==> src/hw/spc_pkg.sv <==
// Package with register map, field layout, reset values and timing constants
package spc_pkg;
  // Register byte offsets
  localparam logic [7:0] SPC_CTRL_OFS = 8'h00;
  localparam logic [7:0] SPC_SCAN_OFS = 8'h04;
  localparam logic [7:0] SPC_RETAIN_OFS = 8'h08;
  localparam logic [7:0] SPC_STATUS_OFS = 8'h0c;
  // Control register fields
  localparam int SPC_CTRL_AUTOSTART = 0;
  localparam int SPC_CTRL_CARD = 1;
  localparam int SPC_CTRL_GO_RUN = 2;
  localparam int SPC_CTRL_GO_STOP = 3;
  localparam logic SPC_AUTOSTART_RST = 1'b1;
  localparam logic SPC_CARD_RST = 1'b0;
  // Scan period, in milliseconds
  localparam int SPC_PERIOD_W = 6;
  localparam logic [5:0] SPC_PERIOD_RST = 6'h00;
  localparam logic [5:0] SPC_PERIOD_MAX = 6'h3c;
  // Retention groups, one bit each
  localparam int SPC_GRP_W = 10;
  localparam logic [9:0] SPC_RETAIN_RST = 10'h000;
  localparam int SPC_GRP_M9_M12 = 0;
  localparam int SPC_GRP_M13_M16 = 1;
  localparam int SPC_GRP_N9_N16 = 2;
  localparam int SPC_GRP_C5_C7 = 3;
  localparam int SPC_GRP_C8 = 4;
  localparam int SPC_GRP_C13_C16 = 5;
  localparam int SPC_GRP_D1_D8 = 6;
  localparam int SPC_GRP_T7 = 7;
  localparam int SPC_GRP_T8 = 8;
  localparam int SPC_GRP_T13_T16 = 9;
  // Status register fields
  localparam int SPC_ST_RUN = 0;
  localparam int SPC_ST_LOADING = 1;
  localparam int SPC_ST_REJECT = 2;
  localparam int SPC_ST_LOCKREF = 3;
  localparam int SPC_ST_CHECK = 4;
  // Timing: one millisecond at a 100 MHz clock
  localparam int SPC_CLK_MHZ = 100;
  localparam int SPC_MS_US = 1000;
  localparam int SPC_CYC_PER_MS = SPC_MS_US * SPC_CLK_MHZ;
  // Rated write endurance of the retention store
  localparam int SPC_NV_ENDURANCE = 1000000;
  // Sequencer states
  typedef enum logic [3:0] {
    SPC_CHECK = 4'b0001,
    SPC_LOAD = 4'b0010,
    SPC_RUN = 4'b0100,
    SPC_STOP = 4'b1000
  } spc_state_t;
endpackage

==> src/hw/spc_startup_scan.sv <==
// Startup mode sequencer, scan period pacer and retention selector
// What this block does
// Program transfers never alter startup settings
// Displayless variants always autostart into RUN
// No program or autostart cleared: stay STOP
// Card mode: RUN only with valid module
// Card mode, differing program: load, then RUN
// Card mode off after reset
// Card mode only with newest module type
// Password lock refuses settings writes
// Minimum scan period resets to zero
// Period changes accepted in STOP only
// Each scan lasts at least the period
// Zero period: scans back to back
// Period accepted only from 0 to 60
// Retention disabled for all groups at reset
// Retained values persist until overwritten
// Only ten fixed groups are selectable
// Retention chosen per group, not element
// Store retained values at every switch-off
// Autostart set at reset enters RUN
// Non-retained values cleared in STOP
// Check program and module, hold decision
//
// Added by the designer: the AHB-Lite register port and the address map.
`timescale 1ns/10ps
module spc_startup_scan #(
  parameter int CYC_PER_MS = spc_pkg::SPC_CYC_PER_MS
) (
  // Clock and reset
  input wire logic ref_clk,
  input wire logic srst,
  // AHB-Lite slave
  input wire logic hsel,
  input wire logic [31:0] haddr,
  input wire logic [1:0] htrans,
  input wire logic hwrite,
  input wire logic [2:0] hsize,
  input wire logic [31:0] hwdata,
  input wire logic hready,
  output logic hreadyout,
  output logic hresp,
  output logic [31:0] hrdata,
  // Device and program status
  input wire logic has_display,
  input wire logic prog_valid,
  input wire logic sys_locked,
  input wire logic power_fail,
  // Removable program module
  input wire logic mod_present,
  input wire logic mod_prog_valid,
  input wire logic mod_newest,
  input wire logic mod_differs,
  input wire logic load_done,
  output logic load_req,
  // Program engine
  input wire logic scan_done,
  output logic scan_start,
  output logic run_mode,
  // Retention store
  output logic [spc_pkg::SPC_GRP_W-1:0] retain_mask,
  output logic nv_store,
  output logic clear_volatile
);
  import spc_pkg::*;

  // Refuse a millisecond divider that the tick compare cannot serve
  if (CYC_PER_MS < 2) begin : g_bad_cyc_per_ms
    $error("CYC_PER_MS must be at least 2");
  end

  spc_state_t state;
  spc_state_t next_state;
  logic autostart;
  logic card_mode;
  logic [SPC_PERIOD_W-1:0] period;
  logic reject_flag;
  logic lockref_flag;
  logic disp_seen;
  logic wr_pend;
  logic [7:0] wr_addr;
  logic [31:0] cyc_cnt;
  logic [SPC_PERIOD_W:0] ms_cnt;
  logic scan_busy;
  logic pf_d;

  // Bus decode
  wire addr_phase = hsel & htrans[1] & hready;
  wire [7:0] a_ofs = haddr[7:0];
  wire [7:0] w_ofs = wr_addr;
  wire wr_ctrl = wr_pend & (w_ofs == SPC_CTRL_OFS);
  wire wr_scan = wr_pend & (w_ofs == SPC_SCAN_OFS);
  wire wr_retain = wr_pend & (w_ofs == SPC_RETAIN_OFS);
  wire wr_sys = wr_ctrl | wr_scan | wr_retain;
  wire wr_ok = wr_sys & ~sys_locked;
  wire in_stop = (state == SPC_STOP);
  wire [SPC_PERIOD_W-1:0] new_period = hwdata[SPC_PERIOD_W-1:0];
  wire period_in_range = (hwdata[31:SPC_PERIOD_W] == '0) && (new_period <= SPC_PERIOD_MAX);
  wire period_ok = wr_ok & wr_scan & in_stop & period_in_range;
  wire period_bad = wr_ok & wr_scan & ~(in_stop & period_in_range);
  wire go_run = wr_ok & wr_ctrl & hwdata[SPC_CTRL_GO_RUN];
  wire go_stop = wr_ok & wr_ctrl & hwdata[SPC_CTRL_GO_STOP];

  // Startup decision terms
  wire disp_now = (state == SPC_CHECK) ? has_display : disp_seen;
  wire auto_eff = autostart | ~disp_now;
  wire card_eff = card_mode & (~mod_present | mod_newest);
  wire mod_ok = mod_present & mod_prog_valid;
  wire pf_rise = power_fail & ~pf_d;
  wire pf_fall = ~power_fail & pf_d;

  // Scan pacing terms
  wire ms_tick = (cyc_cnt == 32'(CYC_PER_MS - 1));
  wire period_met = (ms_cnt >= {1'b0, period});
  wire launch = (state == SPC_RUN) & ~scan_busy & ~scan_start & period_met;

  // Read data select
  function automatic logic [31:0] spc_read(input logic [7:0] ofs);
    logic [31:0] r;
    r = 32'h0000_0000;
    unique case (ofs)
      SPC_CTRL_OFS: begin
        r[SPC_CTRL_AUTOSTART] = autostart;
        r[SPC_CTRL_CARD] = card_mode;
      end
      SPC_SCAN_OFS: r[SPC_PERIOD_W-1:0] = period;
      SPC_RETAIN_OFS: r[SPC_GRP_W-1:0] = retain_mask;
      SPC_STATUS_OFS: begin
        r[SPC_ST_RUN] = run_mode;
        r[SPC_ST_LOADING] = load_req;
        r[SPC_ST_REJECT] = reject_flag;
        r[SPC_ST_LOCKREF] = lockref_flag;
        r[SPC_ST_CHECK] = (state == SPC_CHECK);
      end
      default: r = 32'h0000_0000;
    endcase
    return r;
  endfunction

  // Bus slave: zero wait states, always OKAY
  always_ff @(posedge ref_clk) begin
    if (srst) begin
      hreadyout <= 1'b1;
      hresp <= 1'b0;
      hrdata <= 32'h0000_0000;
      wr_pend <= 1'b0;
      wr_addr <= 8'h00;
    end else begin
      hreadyout <= 1'b1;
      hresp <= 1'b0;
      wr_pend <= addr_phase & hwrite & (haddr[31:8] == '0);
      wr_addr <= a_ofs;
      if (addr_phase & ~hwrite) begin
        hrdata <= (haddr[31:8] == '0) ? spc_read(a_ofs) : 32'h0000_0000;
      end
    end
  end

  // Settings registers; program transfers never touch them
  always_ff @(posedge ref_clk) begin
    if (srst) begin
      autostart <= SPC_AUTOSTART_RST;
      card_mode <= SPC_CARD_RST;
      period <= SPC_PERIOD_RST;
      retain_mask <= SPC_RETAIN_RST;
    end else begin
      if (wr_ok & wr_ctrl) begin
        autostart <= hwdata[SPC_CTRL_AUTOSTART];
        card_mode <= hwdata[SPC_CTRL_CARD];
      end
      if (period_ok) begin
        period <= new_period;
      end
      if (wr_ok & wr_retain) begin
        retain_mask <= hwdata[SPC_GRP_W-1:0];
      end
    end
  end

  // Sticky error flags; a write to status clears, a new event wins
  wire clr_flags = wr_pend & (w_ofs == SPC_STATUS_OFS);
  always_ff @(posedge ref_clk) begin
    if (srst) begin
      reject_flag <= 1'b0;
      lockref_flag <= 1'b0;
    end else begin
      reject_flag <= period_bad | (reject_flag & ~clr_flags);
      lockref_flag <= (wr_sys & sys_locked) | (lockref_flag & ~clr_flags);
    end
  end

  // Power-up sequencer
  always_comb begin
    next_state = state;
    unique case (state)
      SPC_CHECK: begin
        if (card_eff) begin
          if (!mod_ok) begin
            next_state = SPC_STOP;
          end else if (mod_differs) begin
            next_state = SPC_LOAD;
          end else begin
            next_state = SPC_RUN;
          end
        end else if (prog_valid & auto_eff) begin
          next_state = SPC_RUN;
        end else begin
          next_state = SPC_STOP;
        end
      end
      SPC_LOAD: begin
        if (load_done) begin
          next_state = SPC_RUN;
        end
      end
      SPC_RUN: begin
        if (go_stop) begin
          next_state = SPC_STOP;
        end
      end
      SPC_STOP: begin
        if (go_run & prog_valid) begin
          next_state = SPC_RUN;
        end
      end
    endcase
    // Supply returning re-runs the startup check
    if (pf_fall) begin
      next_state = SPC_CHECK;
    end
  end

  // State register and display strap, caught after reset release
  always_ff @(posedge ref_clk) begin
    if (srst) begin
      state <= SPC_CHECK;
      disp_seen <= 1'b1;
      load_req <= 1'b0;
      run_mode <= 1'b0;
      clear_volatile <= 1'b1;
    end else begin
      state <= next_state;
      if (state == SPC_CHECK) begin
        disp_seen <= has_display;
      end
      load_req <= (next_state == SPC_LOAD);
      run_mode <= (next_state == SPC_RUN);
      clear_volatile <= (next_state != SPC_RUN);
    end
  end

  // Scan pacer: millisecond timer restarted at each scan start
  always_ff @(posedge ref_clk) begin
    if (srst) begin
      cyc_cnt <= 32'h0000_0000;
      ms_cnt <= '0;
      scan_busy <= 1'b0;
      scan_start <= 1'b0;
    end else begin
      scan_start <= launch;
      if (launch) begin
        cyc_cnt <= 32'h0000_0000;
        ms_cnt <= '0;
      end else if (ms_tick) begin
        cyc_cnt <= 32'h0000_0000;
        if (!ms_cnt[SPC_PERIOD_W]) begin
          ms_cnt <= ms_cnt + 1'b1;
        end
      end else begin
        cyc_cnt <= cyc_cnt + 32'h0000_0001;
      end
      if (state != SPC_RUN) begin
        scan_busy <= 1'b0;
      end else if (scan_start) begin
        scan_busy <= 1'b1;
      end else if (scan_done) begin
        scan_busy <= 1'b0;
      end
    end
  end

  // Retention store pulse on each supply switch-off while any group is retained
  always_ff @(posedge ref_clk) begin
    if (srst) begin
      pf_d <= 1'b0;
      nv_store <= 1'b0;
    end else begin
      pf_d <= power_fail;
      nv_store <= pf_rise & (retain_mask != SPC_RETAIN_RST);
    end
  end

  // Cycles since the last scan start, for the pacing check
  // Counted in every state but valid only while RUN holds; a fresh RUN entry starts unpaced
  logic [31:0] gap_cnt;
  logic gap_valid;
  wire [31:0] min_gap = 32'(period) * 32'(CYC_PER_MS);
  always_ff @(posedge ref_clk) begin
    if (srst) begin
      gap_cnt <= 32'h0000_0000;
      gap_valid <= 1'b0;
    end else begin
      if (scan_start) begin
        gap_cnt <= 32'h0000_0001;
      end else if (gap_cnt != 32'hffff_ffff) begin
        gap_cnt <= gap_cnt + 32'h0000_0001;
      end
      gap_valid <= (state == SPC_RUN) & (scan_start | gap_valid);
    end
  end
endmodule // spc_startup_scan

==> config.mk <==
export PLATFORM = sky130hd
export DESIGN_NAME = spc_startup_scan
export DESIGN_NICKNAME = d
export VERILOG_FILES = /design/src/hw/spc_pkg.sv /design/src/hw/spc_startup_scan.sv
export SDC_FILE = /design/constraint.sdc
export NUM_CORES = 1
export LEC_CHECK = 0
export BUFFER_PORTS_ARGS = -buffer_cell sky130_fd_sc_hd__buf_2
export CORE_MARGIN = 5
export CORE_UTILIZATION = 51
export CTS_CLUSTER_SIZE = 12
export DETAILED_ROUTE_END_ITERATION = 10
export PLACE_DENSITY = 0.82
export REMOVE_ABC_BUFFERS = 1
export SLEW_MARGIN = 10
export SYNTH_ARGS = -nofsm -noshare
export SYNTH_HDL_FRONTEND = slang
export SYNTH_SLANG_ARGS = --single-unit
export TNS_END_PERCENT = 100
==> constraint.sdc <==
create_clock -name ref_clk -period 2.34 [get_ports ref_clk]
set_input_delay 0.468 -clock ref_clk [delete_from_list [all_inputs] [get_ports ref_clk]]
set_output_delay 0.468 -clock ref_clk [all_outputs]
set_load 0.05 [all_outputs]
# Yosys cells after proc, flatten, opt, wreduce, memory -nomap -nowiden
# Index checks and enable logic that the tools add are counted.
# totals
reg_bits	112
latchBits	0
mem_bits_rw	0
romBits	0
inputBits	84
output_inout_bits	49
elab_cells	118
mem_count	0
# op_classes
addsub	2
multipliers	0
div_mod_pow	0
order_cmp	2
n_eq_ne	15
n_shift	0
n_mux	18
bitwise	49
reduce_logical	11
# ops
operator	n
32-bit by 1-bit adder with 32-bit output (second input constant)	1
1-bit bitwise AND	32
32-bit by 17-bit == test with 1-bit output (second input constant)	1
8-bit by 4-bit == test with 1-bit output (second input constant)	4
4-bit 2-to-1 mux	8
26-bit zero test	1
24-bit zero test	1
8-bit by 3-bit == test with 1-bit output (second input constant)	2
8-bit zero test	2
4-bit one-hot mux with 4 select lines	1
1-bit inverter	11
10-bit 2-to-1 mux	1
10-bit nonzero test	1
3-bit one-hot mux with 3 select lines	1
4-bit by 2-bit == test with 1-bit output (second input constant)	2
4-bit by 3-bit == test with 1-bit output (second input constant)	2
4-bit by 3-bit inequality test with 1-bit output (second input constant)	2
2-bit one-hot mux with 4 select lines	1
7-bit by 1-bit adder with 7-bit output (second input constant)	1
7-bit by 6-bit greater-or-equal comparator with 1-bit output	1
7-bit 2-to-1 mux	1
6-bit less-or-equal comparator (second input constant)	1
1-bit OR	6
4-bit by 1-bit == test with 1-bit output (second input constant)	1
9 further kinds	12

# Logic depth before layout (Yosys ltp)
# depth
depth_word	12
mapped_depth	9
mapped_depth_nobuf	7

# Worst setup path before layout
# OpenSTA, ideal clock, no wires.
# synth_timing
path_kind	reg-to-reg
startpoint	reg ms_cnt[0]
endpoint	reg cyc_cnt[21]
setup_ns	0.064
t_arrival_ns	1.981
required_ns	2.276
path_slack_ns	0.295
path_stages_with_launch	10
n_path_buf	2
period_less_slack_ns	2.045
path_cell_list	dfxtp_1 > inv_1 > ha_1 > nand2b_1 > a2111oi_2 > o21ai_1 > a41o_1 > buf_2 > buf_2 > nor2_1
# synth_via
elab_chain_cells	3
# synth_lines
item	line	rtl
start: declaration	spc_startup_scan.sv:83	logic [SPC_PERIOD_W:0] ms_cnt;
start signal: assignment	spc_startup_scan.sv:267	ms_cnt <= ms_cnt + 1'b1;
7-bit by 6-bit greater-or-equal comparator with 1-bit output	spc_startup_scan.sv:114	wire period_met = (ms_cnt >= {1'b0, period});
1-bit bitwise AND	spc_startup_scan.sv:115	wire launch = (state == SPC_RUN) & ~scan_busy & ~scan_start & period_met;
3-bit OR reduction (no line)	-	
end signal: assignment	spc_startup_scan.sv:270	cyc_cnt <= cyc_cnt + 32'h0000_0001;
end: declaration	spc_startup_scan.sv:82	logic [31:0] cyc_cnt;
# No other way between the ends.
# A chain may end at the register's enable or synchronous reset.

# Final worst setup path
# layout_timing
startpoint	reg ms_cnt[0]
endpoint	reg cyc_cnt[5]
# Same word-level chain as after synthesis.

==> impl_metrics.yaml <==
status:
  status: "finished clean"
power_and_ir_drop:
  ir_drop_mv: 0.366
  switching_share: 0.246
  clockPowerShare: 0.375
  pwr-share-seq: 0.532
  leakagePower_nw: 2.04
  p_per_area_nw_per_um2: 582
  finalPower_mw: 2.96
  power_frac_comb: 0.093
  p_sw_mw: 0.729
  p_int_mw: 2.23
layout:
  drive_above_1_share: 0.235
  num-fill-cells: 723
  ff_latch_area_um2: 1800
  multi_input_area_um2: 2330
  finalNetCount: 686
  areaGrowthSynthToFinish_pct: 17.4
  diodes: 0
  final_area_um2: 5080
placed_design:
  hpwlAfterDp_mm: 7.73
  place_congestion: 0.867
  place_area_um2: 4850
  place.port_buffers: 104
worst_setup_path:
  cpMaxStageDelayCell: "dfxtp_2"
  critical_path_class: "reg -> reg"
  critPathMaxStageDelay_ps: 380
  end_kind: "register"
  cp_max_fo: 39
  cp-start-kind: "register"
  path_cells: "inv_1 -> ha_1 -> nand2b_1 -> a2111oi_4 -> o21ai_1 -> a41o_1 -> buf_6 -> nor3_1"
  cp.arrival_ps: 2380
  reg2reg_slack_ps: 240
  required_ps: 2620
timing:
  hold_violations: 0
  timing.fmax_mhz: 476
  fin_skew_ps: 9.61
  finalSetupTns_ps: 0
  slew_violations: 0
  rsz0062_at_grt: "false"
  period_minus_slack_ps: 2100
  worst_pin_slew_ps: 625
  finalSetupViolations: 0
  slew_headroom: 0.580
  period_share: 0.899
global_route:
  grt_busiest_layer: "met2"
  grt_antenna_before_repair: 0
  grt_max_degree: 42
  first_global_vias: 3770
  use_met2: 0.357
  overflow: 0
  grt_use_met1: 0.256
  track_usage: 0.207
  use_met3: 0.0423
  grt_pass1_wl_mm: 17.3
floorplanning:
  ioPinCount: 133
  die_area_um2: 10400
  core_um2: 8260
  row_count: 33
  die_x_um: 102
  start_util: 0.524
  chipHeight_um: 102
route:
  dr.pass1.iters: 5
  drt_wl_total_mm: 10.2
  wire_per_inst_um: 14.6
  route.detailed.drc: 0
  vias_per_cell: 5.44
  ant_nets: 0
  vias: 3822
  drtIter0Drc: 145
clock_network:
  cts_max_path_buffers: 2
  clkTransAtPathRegs_ps: 90
  postCtsSetupBuffers: 0
  clock-root-buffer: "clkbuf_8"
  numCtsBuffers: 9
  cts_resized: 0
  cts_tree: "built"
  clock-sinks: 90
  htreeDepth: 3
  insertion_delay_ps: 360
  cts_hold_buffers: 0
logic_synthesis:
  syn-cell-area_um2: 4330
  synth_top_area_share: 0.416
  netlist_instances: 493
  synth-seq-cells: 90
  synth_common_cells: "90 x dfxtp_1, 66 x nor2_1, 43 x nand2_1, 25 x nor4_1, 25 x xor2_1"
  synth_seq_area_share: 0.416
  synth_top_cell_by_area: "dfxtp_1"
  synth_area_leaders: "dfxtp_1 42%, nor2_1 5.7%, xor2_1 5.1%"
  synth_warnings: 0
  synth_cell_types: 56
  synth_edf_count: 0
  async_flop_share: 0
  yosysMostFrequentCell: "dfxtp_1"
  ys.flop_type: "dfxtp_1"
  syn_avg_cell_area_um2: 8.78
worst_hold_path:
  holdCritPathClass: "in -> reg"
job:
  max_cap_violations: 0
[state kept, by name (all words and copies together), names as in the netlist]
name	flops
cyc_cnt	32
hrdata	10
retain_mask	10
w_ofs	8
ms_cnt	7
period	6
state	4
autostart	1
card_mode	1
clear_volatile	1
disp_seen	1
load_req	1
lockref_flag	1
nv_store	1
pf_d	1
reject_flag	1
run_mode	1
scan_busy	1
scan_start	1
wr_pend	1
[power groups by stage]
| stage | clock, mW | sequential (mW) | combinational, mW |
|---|---|---|---|
| after global routing | 1.21 | 1.58 | 0.298 |
| after floorplan | 0 | 1.62 | 0.150 |
| after detailed placement | 0 | 1.61 | 0.272 |
| final | 1.11 | 1.57 | 0.275 |
| after CTS | 1.12 | 1.57 | 0.273 |
| after global placement | 0 | 1.61 | 0.268 |
[layout by cell type, fill, tap and decap left out, types with 8 or more instances in the layout]
cell | Yosys | routed
a21oi_1 | 16 | 16
buf_2 | 3 | 104
clkbuf_8 | 0 | 9
conb_1 | 2 | 24
dfxtp_1 | 90 | 89
ha_1 | 8 | 8
inv_1 | 13 | 13
mux2i_1 | 9 | 9
nand2_1 | 43 | 43
nand3_1 | 20 | 20
nand4_1 | 20 | 20
nor2_1 | 66 | 66
nor2b_1 | 10 | 10
nor3_1 | 18 | 17
nor4_1 | 25 | 25
xnor2_1 | 11 | 11
xor2_1 | 25 | 25
[cell type report]
class | instances | share of cell area
Clock inverter | 5 | 0.0160
Tap cell | 105 | 0.0259
Timing Repair Buffer | 109 | 0.111
Inverter | 13 | 0.00961
Multi-Input combinational cell | 371 | 0.458
Sequential cell | 90 | 0.355
Clock buffer | 9 | 0.0244
[worst paths after layout]
check,startpoint,endpoint,depth (start not counted)
setup / recovery,ms_cnt[0]$_SDFFE_PP0P_,cyc_cnt[5]$_SDFF_PP0_,8
hold / removal,haddr[0],w_ofs[0]$_SDFF_PP0_,2
setup reg to reg,ms_cnt[0]$_SDFFE_PP0P_,cyc_cnt[5]$_SDFF_PP0_,8
hold reg to reg,pf_d$_SDFF_PP0_,nv_store$_SDFF_PP0_,1
[worst max-delay path, delay by kind of cell, from the launching register on]
| kind | cells | cell delay, ps |
|---|---|---|
| flops | 1 | 380 |
| simple gates | 2 | 380 |
| buf+inv | 2 | 260 |
| compound gates | 3 | 760 |
| fa+ha+maj | 1 | 260 |
[layer usage]
| layer | wire length [um] | vias up |
|---|---|---|
| li1 | - | 1910 |
| met4 | 136 | 0 |
| met1 | 4250 | 1772 |
| met3 | 809 | 13 |
| met5 | 0 | - |
| met2 | 5040 | 127 |
[logic make-up (layout without fill, tap and decap cells)]
family / Yosys count / in the layout / share of synthesized area
AOI/OAI and AO/OA: 50 / 50 / 0.0813
other: 2 / 24 / 0.00174
DFF: 90 / 90 / 0.416
buffers and inverters: 54 / 136 / 0.0685
and+or+nand+nor: 241 / 241 / 0.302
xor gates and xnor gates: 36 / 36 / 0.0729
adders and majority gates: 8 / 8 / 0.0231
muxes: 12 / 12 / 0.0338
[per-stage QoR]
step / hold slack (ps) / worst slack, ps / instances / utilization
finish: 334 / 237 / 702 / 0.615
global route: 331 / 53.1 / 702 / 0.615
detailed placement: 436 / 99.4 / 688 / 0.587
CTS: 321 / 76.7 / 702 / 0.612
floorplan: 403 / 132 / 474 / -
global placement: 415 / 190 / 688 / 0.587
No activity file was read; power rests on OpenSTA's default activity.
